===== config.mk =====
export PLATFORM = sky130hd
export DESIGN_NAME = tws_slave
export DESIGN_NICKNAME = d
export VERILOG_FILES = /design/src/inc/tws_pkg.sv /design/src/core/tws_sync.sv /design/src/core/tws_cond.sv /design/src/core/tws_slave.sv
export SDC_FILE = /design/constraint.sdc
export NUM_CORES = 1
export LEC_CHECK = 0
export CAP_MARGIN = 20
export CELL_PAD_IN_SITES_DETAIL_PLACEMENT = 1
export CELL_PAD_IN_SITES_GLOBAL_PLACEMENT = 1
export CORE_ASPECT_RATIO = 1.1
export CORE_MARGIN = 3
export CORE_UTILIZATION = 43
export DETAILED_ROUTE_END_ITERATION = 6
export DONT_BUFFER_PORTS = 1
export PLACE_DENSITY = 0.72
export SETUP_SLACK_MARGIN = 0.2
export SLEW_MARGIN = 10
export SYNTH_ARGS = -nofsm -noshare
export SYNTH_HDL_FRONTEND = slang
export SYNTH_SLANG_ARGS = --single-unit

===== constraint.sdc =====
create_clock -name clk -period 1.9 [get_ports clk]
set_input_delay 0 -clock clk [delete_from_list [all_inputs] [get_ports clk]]
set_output_delay 0 -clock clk [all_outputs]
set_load 0.01 [all_outputs]

===== src/inc/tws_pkg.sv =====
// constants and state codes for the two-wire register access slave
package tws_pkg;
  // --------------------------------------------------------------------
  // addresses and field layout
  // --------------------------------------------------------------------
  localparam logic [6:0] TWS_ADDR_DEFAULT = 7'h10; // bytes 0x20/0x21
  localparam logic [6:0] TWS_ADDR_ALT = 7'h18; // bytes 0x30/0x31
  localparam logic TWS_DIR_READ = 1'h1;
  localparam int TWS_REG_AW = 16;
  localparam int TWS_DW = 8;
  localparam logic [3:0] TWS_BYTE_BITS = 4'h8;
  localparam int TWS_SYNC_W = 4;
  // --------------------------------------------------------------------
  // reset values
  // --------------------------------------------------------------------
  localparam logic [15:0] TWS_PTR_RST = 16'h0000;
  localparam logic [7:0] TWS_BYTE_RST = 8'h00;
  localparam logic [3:0] TWS_CNT_RST = 4'h0;
  localparam logic [3:0] TWS_SYNC_RST = 4'hF;
  // --------------------------------------------------------------------
  // transaction states
  // --------------------------------------------------------------------
  typedef enum logic [3:0] {
    TWS_ST_IDLE = 4'b0000,
    TWS_ST_DEV_ADDR = 4'b0001,
    TWS_ST_DEV_ACK = 4'b0010,
    TWS_ST_ADDR_HI = 4'b0011,
    TWS_ST_HI_ACK = 4'b0100,
    TWS_ST_ADDR_LO = 4'b0101,
    TWS_ST_LO_ACK = 4'b0110,
    TWS_ST_WR_DATA = 4'b0111,
    TWS_ST_WR_ACK = 4'b1000,
    TWS_ST_RD_DATA = 4'b1001,
    TWS_ST_RD_ACK = 4'b1010
  } tws_state_t;
endpackage : tws_pkg


===== src/core/tws_sync.sv =====
// two-flop synchroniser for pin inputs
`timescale 1ns/10ps
module tws_sync #(
  parameter int W = tws_pkg::TWS_SYNC_W
) (
  input wire logic clk, // system clock
  input wire logic reset_n, // synchronous reset
  input wire logic [W-1:0] async_in, // pins from outside the domain
  output logic [W-1:0] sync_out // synchronised levels
);
  import tws_pkg::*;
  logic [W-1:0] meta_reg;
  logic [W-1:0] sync_reg;
  // ----------------------------------------------------------------------
  // two stages
  // ----------------------------------------------------------------------
  always_ff @(posedge clk) begin
    if (!reset_n) begin
      meta_reg <= W'(TWS_SYNC_RST);
      sync_reg <= W'(TWS_SYNC_RST);
    end else begin
      meta_reg <= async_in;
      sync_reg <= meta_reg;
    end
  end
  assign sync_out = sync_reg;
endmodule : tws_sync


===== src/core/tws_cond.sv =====
// bus condition and clock edge detector on synchronised lines
`timescale 1ns/10ps
module tws_cond (
  input wire logic clk, // system clock
  input wire logic reset_n, // synchronous reset
  input wire logic scl_s, // synchronised clock line
  input wire logic sda_s, // synchronised data line
  output logic scl_rise, // clock line rose
  output logic scl_fall, // clock line fell
  output logic start_det, // data fell while clock high
  output logic stop_det // data rose while clock high
);
  import tws_pkg::*;
  logic scl_d_reg;
  logic sda_d_reg;
  // ----------------------------------------------------------------------
  // previous sample
  // ----------------------------------------------------------------------
  always_ff @(posedge clk) begin
    if (!reset_n) begin
      scl_d_reg <= 1'b1;
      sda_d_reg <= 1'b1;
    end else begin
      scl_d_reg <= scl_s;
      sda_d_reg <= sda_s;
    end
  end
  assign scl_rise = scl_s && !scl_d_reg;
  assign scl_fall = !scl_s && scl_d_reg;
  assign start_det = scl_s && scl_d_reg && sda_d_reg && !sda_s;
  assign stop_det = scl_s && scl_d_reg && !sda_d_reg && sda_s;
endmodule : tws_cond


===== src/core/tws_slave.sv =====
// two-wire register access slave, transaction logic
`timescale 1ns/10ps
// ------------------------------------------------------------------------
// What this block does
// RULE1: data line left high in ack slot is a not-acknowledge; ends reads.
// RULE2: master opens with start, then address byte; last bit 0 write, 1 read.
// RULE3: acknowledge the address byte only when seven bits match own address.
// RULE4: write header carries 16-bit register address as two acked bytes.
// RULE5: master sends register address upper byte first, lower second.
// RULE6: write data bytes each acknowledged; ended by repeated start or stop.
// RULE7: random read loads pointer by write header, then restart and read.
// RULE8: pointer advances by one after every data byte.
// RULE9: master acknowledges a read byte when it wants another.
// RULE10: stop supplying read data after not-acknowledge; master then stops.
// RULE11: read without address phase returns data at current pointer.
// RULE12: sequential reads continue while master acknowledges each byte.
// RULE13: sequential writes continue, each byte acknowledged, until stop.
// RULE14: answer to 0x20/0x21, or 0x30/0x31 when select enabled and high.
// RULE15: bytes go msb first, then an ack slot driven low by receiver.
// RULE16: pointer kept across stop and repeated start.
// RULE17: successive write bytes go to successive pointer addresses.
// ------------------------------------------------------------------------
module tws_slave (
  input wire logic clk, // 20 MHz system clock
  input wire logic reset_n, // synchronous reset, active low
  input wire logic serial_clock_line_in, // clock line pin level
  input wire logic serial_data_line_in, // data line pin level
  output logic serial_data_line_out, // data line drive value
  output logic serial_data_line_oe, // high while pulling data line
  input wire logic address_select_input, // alternate address pin
  input wire logic address_select_enable, // enables the select pin
  output logic [tws_pkg::TWS_REG_AW-1:0] reg_addr, // register address
  output logic [tws_pkg::TWS_DW-1:0] wr_data, // register write data
  output logic wr_strobe, // one-cycle write pulse
  output logic rd_strobe, // one-cycle read request pulse
  input wire logic [tws_pkg::TWS_DW-1:0] rd_data // read data from regs
);
  import tws_pkg::*;
  // ----------------------------------------------------------------------
  // pin synchronisation and edge detection
  // ----------------------------------------------------------------------
  logic [TWS_SYNC_W-1:0] pins_s;
  logic scl_rise;
  logic scl_fall;
  logic start_det;
  logic stop_det;
  logic sda_s;
  logic [6:0] own_addr;
  tws_sync #(.W(TWS_SYNC_W)) u_tws_sync (
    .clk(clk),
    .reset_n(reset_n),
    .async_in({address_select_enable, address_select_input,
      serial_data_line_in, serial_clock_line_in}),
    .sync_out(pins_s)
  );
  tws_cond u_tws_cond (
    .clk(clk),
    .reset_n(reset_n),
    .scl_s(pins_s[0]),
    .sda_s(pins_s[1]),
    .scl_rise(scl_rise),
    .scl_fall(scl_fall),
    .start_det(start_det),
    .stop_det(stop_det)
  );
  assign sda_s = pins_s[1];
  // alternate address only when the select pin is both enabled and high
  assign own_addr = (pins_s[3] && pins_s[2]) ? TWS_ADDR_ALT
    : TWS_ADDR_DEFAULT; // [RULE14]
  // ----------------------------------------------------------------------
  // state
  // ----------------------------------------------------------------------
  tws_state_t state_reg, state_next;
  logic [3:0] cnt_reg, cnt_next;
  logic [7:0] shift_reg, shift_next;
  logic [7:0] hi_reg, hi_next;
  logic [15:0] ptr_reg, ptr_next;
  logic rw_reg, rw_next;
  logic oe_reg, oe_next;
  logic [15:0] addr_reg, addr_next;
  logic [7:0] wdat_reg, wdat_next;
  logic wstb_reg, wstb_next;
  logic rstb_reg, rstb_next;
  // ----------------------------------------------------------------------
  // next-state logic
  // ----------------------------------------------------------------------
  always_comb begin
    state_next = state_reg;
    cnt_next = cnt_reg;
    shift_next = shift_reg;
    hi_next = hi_reg;
    ptr_next = ptr_reg;
    rw_next = rw_reg;
    oe_next = oe_reg;
    addr_next = addr_reg;
    wdat_next = wdat_reg;
    wstb_next = 1'b0;
    rstb_next = 1'b0;
    if (stop_det) begin
      // pointer is left alone so later reads continue from it
      state_next = TWS_ST_IDLE; // [RULE16]
      oe_next = 1'b0;
    end else if (start_det) begin
      state_next = TWS_ST_DEV_ADDR; // [RULE2] [RULE6] [RULE16]
      cnt_next = TWS_CNT_RST;
      oe_next = 1'b0;
    end else if (scl_rise) begin
      case (state_reg)
        TWS_ST_DEV_ADDR, TWS_ST_ADDR_HI, TWS_ST_ADDR_LO,
        TWS_ST_WR_DATA: begin
          shift_next = {shift_reg[6:0], sda_s}; // [RULE15]
          cnt_next = cnt_reg + 4'h1;
        end
        TWS_ST_DEV_ACK: begin
          if (rw_reg == TWS_DIR_READ) begin
            rstb_next = 1'b1; // [RULE11]
            addr_next = ptr_reg;
          end
        end
        TWS_ST_RD_DATA: begin
          cnt_next = cnt_reg + 4'h1;
        end
        TWS_ST_RD_ACK: begin
          if (!sda_s) begin
            rstb_next = 1'b1; // [RULE9] [RULE12]
            addr_next = ptr_reg;
          end else begin
            state_next = TWS_ST_IDLE; // [RULE1] [RULE10]
          end
        end
        default: begin
          cnt_next = cnt_reg;
        end
      endcase
    end else if (scl_fall) begin
      case (state_reg)
        TWS_ST_DEV_ADDR: begin
          if (cnt_reg == TWS_BYTE_BITS) begin
            if (shift_reg[7:1] == own_addr) begin
              oe_next = 1'b1; // [RULE3]
              rw_next = shift_reg[0]; // [RULE2]
              state_next = TWS_ST_DEV_ACK;
            end else begin
              state_next = TWS_ST_IDLE; // [RULE3]
            end
          end
        end
        TWS_ST_DEV_ACK, TWS_ST_RD_ACK: begin
          cnt_next = TWS_CNT_RST;
          if (rw_reg == TWS_DIR_READ) begin
            state_next = TWS_ST_RD_DATA;
            shift_next = rd_data;
            oe_next = !rd_data[7]; // [RULE15]
          end else begin
            state_next = TWS_ST_ADDR_HI;
            oe_next = 1'b0;
          end
        end
        TWS_ST_ADDR_HI: begin
          if (cnt_reg == TWS_BYTE_BITS) begin
            hi_next = shift_reg; // [RULE5]
            oe_next = 1'b1; // [RULE4]
            state_next = TWS_ST_HI_ACK;
          end
        end
        TWS_ST_HI_ACK: begin
          oe_next = 1'b0;
          cnt_next = TWS_CNT_RST;
          state_next = TWS_ST_ADDR_LO;
        end
        TWS_ST_ADDR_LO: begin
          if (cnt_reg == TWS_BYTE_BITS) begin
            ptr_next = {hi_reg, shift_reg}; // [RULE7]
            oe_next = 1'b1; // [RULE4]
            state_next = TWS_ST_LO_ACK;
          end
        end
        TWS_ST_LO_ACK, TWS_ST_WR_ACK: begin
          oe_next = 1'b0;
          cnt_next = TWS_CNT_RST;
          state_next = TWS_ST_WR_DATA;
        end
        TWS_ST_WR_DATA: begin
          if (cnt_reg == TWS_BYTE_BITS) begin
            wstb_next = 1'b1; // [RULE6] [RULE13]
            addr_next = ptr_reg;
            wdat_next = shift_reg;
            ptr_next = ptr_reg + 16'h0001; // [RULE8] [RULE17]
            oe_next = 1'b1;
            state_next = TWS_ST_WR_ACK;
          end
        end
        TWS_ST_RD_DATA: begin
          if (cnt_reg == TWS_BYTE_BITS) begin
            // release for the master's answer, pointer moves on
            oe_next = 1'b0;
            ptr_next = ptr_reg + 16'h0001; // [RULE8]
            state_next = TWS_ST_RD_ACK;
          end else begin
            shift_next = {shift_reg[6:0], 1'b0};
            oe_next = !shift_reg[6]; // [RULE15]
          end
        end
        default: begin
          oe_next = 1'b0;
        end
      endcase
    end
  end
  // ----------------------------------------------------------------------
  // registers
  // ----------------------------------------------------------------------
  always_ff @(posedge clk) begin
    if (!reset_n) begin
      state_reg <= TWS_ST_IDLE;
      cnt_reg <= TWS_CNT_RST;
      shift_reg <= TWS_BYTE_RST;
      hi_reg <= TWS_BYTE_RST;
      ptr_reg <= TWS_PTR_RST;
      rw_reg <= 1'b0;
      oe_reg <= 1'b0;
      addr_reg <= TWS_PTR_RST;
      wdat_reg <= TWS_BYTE_RST;
      wstb_reg <= 1'b0;
      rstb_reg <= 1'b0;
    end else begin
      state_reg <= state_next;
      cnt_reg <= cnt_next;
      shift_reg <= shift_next;
      hi_reg <= hi_next;
      ptr_reg <= ptr_next;
      rw_reg <= rw_next;
      oe_reg <= oe_next;
      addr_reg <= addr_next;
      wdat_reg <= wdat_next;
      wstb_reg <= wstb_next;
      rstb_reg <= rstb_next;
    end
  end
  // open drain: the driven value is always low
  assign serial_data_line_out = 1'b0;
  assign serial_data_line_oe = oe_reg;
  assign reg_addr = addr_reg;
  assign wr_data = wdat_reg;
  assign wr_strobe = wstb_reg;
  assign rd_strobe = rstb_reg;
endmodule : tws_slave


Word level (Yosys, flattened, before mapping)
Cells that the tools add are included.
- bits in registers: 78
- word-level logic and storage cells: 151
- input bits: 14
- output and inout bits: 28
- equality and inequality tests: 38
- reductions and logical operators: 44
- bitwise gates (word level): 6
- muxes and demuxes: 45
- add/subtract/negate cells: 2
- operator list (kind ; count):
    two-way mux 16 bit ; 8
    two-way mux 4 bit ; 16
    case mux 16 bit (2 select lines) ; 2
    two-way mux 8 bit ; 5
    case mux 4 bit (8 select lines) ; 1
    inequality test 3 bit, second input constant ; 9
    AND reduction 7 bit ; 3
    inequality test 4 bit, second input constant ; 5
    AND reduction 9 bit ; 2
    adder 16 x 1 -> 16 bit, second input constant ; 1
    == test 4 x 3 -> 1 bit, second input constant ; 4
    == test 4 bit, second input constant ; 4
    case mux 8 bit (2 select lines) ; 1
    AND reduction 6 bit ; 2
    inequality test 2 x 1 -> 1 bit, second input constant ; 5
    nonzero test 10 bit ; 1
    OR reduction 5 bit ; 2
    two-way mux 1 bit ; 9
    inequality test 3 x 1 -> 1 bit, second input constant ; 3
    nonzero test 3 bit ; 3
    nonzero test 9 bit ; 1
    == test 4 x 2 -> 1 bit, second input constant ; 2
    logical AND 1 bit ; 8
    AND reduction 8 bit ; 1
    other kinds (17) ; 37

Depth between registers and ports, before layout
- depth after elaboration: 9
- depth in mapped cells: 9

Modules after synthesis
From an unflattened synthesis, not the netlist that was laid out.
- cell total of the unflattened synthesis: 470
- area total of the unflattened synthesis: 4001.3 um2
- modules (own cells, without submodules) (module ; times used ; cells an instance ; seq. area each (um2) ; area each (um2)):
    tws_slave ; 1 ; 446 ; 1361.3 ; 3706.1
    tws_sync ; 1 ; 16 ; 160.2 ; 210.2
    tws_cond ; 1 ; 8 ; 40.0 ; 85.1

Worst setup path after synthesis
Ideal clock, no wire load.
- kind: reg-to-reg
- from: register u_tws_cond.scl_d_reg
- to: register ptr_reg[13]
- library setup time: 122 ps
- period minus slack after synthesis: 1881 ps
- arrival time: 1759 ps
- cell stages (with the launch flop): 10
- path buffers: 2
- path slack: 19 ps
- cells stage by stage: dfxtp_1 > inv_1 > ha_1 > nand2b_1 > a211o_1 > or2_0 > clkbuf_1 > buf_2 > o211ai_1 > o21ai_1
- word-level cells in the longest chain between the ends: 5
- elaborated cells on any way between the ends: 12
- those cells by class: bitwise: 3; reduce/logical: 9
- ends and longest elaborated chain (element ; line ; text):
    from (decl) ; tws_cond.sv:14 ; logic scl_d_reg;
    from (signal assigned) ; tws_cond.sv:24 ; scl_d_reg <= scl_s;
    logical AND 1 bit ; tws_cond.sv:30, tws_cond.sv:31 ;
    logical AND 1 bit, on equally long branches (2 in a row) ; tws_cond.sv:30, tws_cond.sv:31 ;
    inverter 1 bit (no source line) ; - ;
    AND reduction 7 bit (no source line) * ; - ;
    to (signal assigned) ; tws_slave.sv:231 ; ptr_reg <= ptr_next;
    to (decl) ; tws_slave.sv:77 ; logic [15:0] ptr_reg, ptr_next;
Mark *: on every way between the ends. The rest lies on a longest branch, timed or not.
A chain may end at the register's enable or synchronous reset.

Worst setup path after layout
- from: register cnt_reg[1]
- to: register addr_reg[15] (netlist: reg_addr[15])
- word-level cells in the longest chain between the ends: 3
- ends and longest elaborated chain (element ; line ; text):
    from (decl) ; tws_slave.sv:74 ; logic [3:0] cnt_reg, cnt_next;
    from (signal assigned) ; tws_slave.sv:228 ; cnt_reg <= cnt_next;
    == test 4 bit ; tws_slave.sv:184 ; if (cnt_reg == TWS_BYTE_BITS) begin
    nonzero test 2 bit (no source line) ; - ;
    AND reduction 8 bit (no source line) ; - ;
    to (signal assigned) ; tws_slave.sv:234 ; addr_reg <= addr_next;
    to (decl) ; tws_slave.sv:80 ; logic [15:0] addr_reg, addr_next;
No other way between the ends.

==> qor.txt <==
Worst path max stage delay - 460 ps
Filler Cell Count - 910
CP max stage cell - or3_4
synthesized instance count - 459
Clk pwr share - 44.6%
pwr dens - 593 mW/mm^2
startpoint types - flip-flop
DR DRC count - 0
Vias/cell - 6.25
Clock Root Buffer - clkbuf_8
clock latency on the worst-skew pair - 370 ps
Final Util - 67.0%
CTS tree - done
worst hold start - rd_data[0]
routed vias - 4120
Fin. Hold Viols - 0
Total GRT Usage - 30.1%
cell chain of the critical path - inv_2 > ha_4 > nand3b_1 > or3_4 > a221oi_4 > buf_6 > buf_16 > nand3_2 > o21ai_1
Worst R2R Start - cnt_reg[1]
Adder-Cell Fraction of Synth Area - 1.98%
largest family of logic cells by synthesized area - simple AND/OR/NAND/NOR gates
first-pass GRT wire length - 22900 um
WHS Path Cells - 3
violated checks - setup timing
Hold Path Class - in -> reg
starting density of the core - 44.8%
htree depth - 3
Seq pwr share - 49.3%
Post-DP Area - 0.00420 mm^2
Slew headroom - 58.6%
setup ws final - -159 ps
gpl congestion - 0.892
Final period util - 108%
post-synthesis cell type count - 60
Synth Flop Type - dfxtp_1
start point of the critical path - cnt_reg[1]
post-synthesis compound-gate area fraction - 20.4%
Num Clock Sinks - 78
crit end category - flip-flop
MaxCap Viol Count - 0
Remaining Overflow, GRT - 0
Sw Share - 25.8%
share of cells above drive strength 1 - 35.2%
largest vdd supply drop - 547 uV
Port-buffer cells - 0
fin nets - 563
diodes inserted - 0
Die Y-Extent - 104 um
Final setup viols - 56
drt pass-1 iters - 5
Site Rows - 35
worst reg-to-reg path cell count - 9
Routed WL - 17100 um
reg-to-reg critical path endpoint - reg_addr[15]
Post-synth ARST share - 0%
Tmin final - 2060 ps
CP Data Required Time - 2190 ps
Least-Margin Pin Slew - 618 ps
met1 wire length - 6520 um
syn_nets - 479
Reg clk slew, reported paths - 100 ps
Synth Register Bits - 78
remaining antenna violation count - 0
number of synthesized flops with an enable pin - 0
Hold EP - shift_reg[0]
largest net degree at the start of global routing - 33
HPWL after detailed placement - 7760 um
max layer used - met4
IO Count - 42
syn avg cell area - 8.24 um^2
antenna violations before repair - 0
Logic pwr share - 6.1%
Die Span X - 95.4 um
Internal - 2490 uW
Fin Clk Skew - 17.6 ps
XOR/XNOR share of the synthesized area - 0.232%
max-slew violations - 0
vias in the first global route - 4152
mux cell area share after synthesis - 5.62%
core area - 0.00845 mm^2
Avg WL per Cell - 25.9 um
CP max FO - 8
initial drt markers - 310
full die area - 0.00996 mm^2
synth warn - 0
Hold WS - 45.9 ps
fin area - 0.00566 mm^2
RSZ-0062 raised after global routing - yes
WL met2 - 8590 um
CTS buffer count - 9
met3 routed WL - 892 um
simple-gate share of the synthesized area - 25.7%
r2r setup slk - -160 ps
critical path class - reg -> reg
Sw Pwr - 864 uW
Cell Area, Synth - 0.00378 mm^2
run status - finished with violations
Seq/Total Area, Yosys - 41.3%
Setup Total Neg Slack - -4580 ps
Area Overhead vs Synth - 49.6%
max frequency - 486 MHz
Arr. time, crit path - 2350 ps
CTS Buffer Depth - 2
leakage - 0.00204 uW
layout by cell type (no fill, tap or decap), types with 4 or more instances in the layout:
| master | synthesis | routed |
|---|---|---|
| dfxtp_1 | 78 | 69 |
| nand2_1 | 64 | 60 |
| buf_4 | 3 | 42 |
| nor2_1 | 43 | 36 |
| dlygate4sd3_1 | 0 | 32 |
| mux2i_1 | 19 | 18 |
| nand3_1 | 30 | 15 |
| nand3_2 | 0 | 14 |
| a21oi_1 | 29 | 14 |
| buf_6 | 2 | 14 |
| o21ai_1 | 2 | 13 |
| nand2b_1 | 14 | 12 |
| a21oi_2 | 0 | 10 |
| clkbuf_8 | 0 | 9 |
| buf_12 | 0 | 9 |
| o21ai_0 | 28 | 8 |
| o21ai_2 | 0 | 8 |
| o31a_1 | 6 | 6 |
| nor2_4 | 0 | 6 |
| a311oi_2 | 0 | 6 |
| nand3b_1 | 5 | 5 |
| and3_1 | 5 | 5 |
| a21oi_4 | 0 | 5 |
| or3_1 | 7 | 5 |
| dfxtp_4 | 0 | 5 |
| nand4_1 | 4 | 4 |
| o22ai_2 | 0 | 4 |
| o211ai_1 | 4 | 4 |
| o22ai_1 | 8 | 4 |
| o21a_1 | 4 | 4 |
| dfxtp_2 | 0 | 4 |
metal layers:
layer,up-vias,GRT usage (%)
li1,1812,-
met1,2066,36.2
met2,164,50.5
met3,78,6.08
met4,0,13.8
met5,-,0
worst max-delay path, delay by kind of cell (launching register included):
family | cells | cell delay (ps)
simple gates | 3 | 700
flops | 1 | 350
fa+ha+maj | 1 | 130
buf+inv | 3 | 400
compound gates | 2 | 400
what timing repair did:
action / in CTS / in global routing
endpoints found under the hold margin: 53 / 0
setup endpoints to repair: 66 / 66
gates cloned: 4 / 1
hold buffers: 34 / 0
resized for setup: 61 / 81
setup buffers: 10 / 11
pin swaps: 28 / 28
power groups by stage:
stage               Sequential, uW  Clock [uW]  Combinational (uW)
detailed placement            1690           0                 111
CTS                           1650        1480                 173
global route                  1660        1580                 216
finish                        1650        1490                 205
global placement              1690           0                 108
floorplan                     1690           0                90.9
cells by family (layout without fill, tap and decap cells):
group	count (synthesis)	after routing
simple gates	199	199
compound gates	116	116
flops	78	78
buf+inv	37	126
mux	21	21
fa+ha+maj	6	6
other cells	1	1
xor+xnor	1	1
Yosys cell counts, types with 6 or more instances:
| cell | n | area (um^2) |
|---|---|---|
| or3_1 | 7 | 43.8 |
| a311oi_1 | 8 | 70.1 |
| nand2b_1 | 14 | 87.6 |
| nor2_1 | 43 | 161 |
| a21oi_1 | 29 | 145 |
| mux2i_1 | 19 | 190 |
| o21ai_0 | 28 | 140 |
| o22ai_1 | 8 | 50.1 |
| buf_2 | 9 | 45.0 |
| ha_1 | 6 | 75.1 |
| inv_1 | 6 | 22.5 |
| clkbuf_1 | 15 | 56.3 |
| o31a_1 | 6 | 52.6 |
| nand2_1 | 64 | 240 |
| nand3_1 | 30 | 150 |
| dfxtp_1 | 78 | 1560 |
per-stage QoR:
| step | instances | worst slack, ps | power, uW |
|---|---|---|---|
| floorplan | 459 | 129 | 1780 |
| global placement | 583 | -56.8 | 1800 |
| detailed placement | 583 | -79.2 | 1800 |
| CTS | 647 | -21.0 | 3310 |
| global route | 659 | -222 | 3450 |
| finish | 659 | -159 | 3350 |
worst max path at each step:
stage / to / cells after the start
finish: reg_addr[15] / 9
global route: reg_addr[15] / 9
CTS: reg_addr[2] / 9
detailed placement: reg_addr[6] / 6
global placement: reg_addr[4] / 6
floorplan: ptr_reg[13] / 9
area by class of cell:
class                           instances  area (um^2)  share of cell area (%)
Multi-Input combinational cell        344         2590                    45.7
Tap cell                              111          139                    2.45
Sequential cell                        78         1590                    28.0
Timing Repair Buffer                  103         1090                    19.3
Inverter                                7         26.3                   0.464
Clock inverter                          7          105                    1.86
Clock buffer                            9          124                    2.19
No activity file was read; power rests on OpenSTA's default activity.
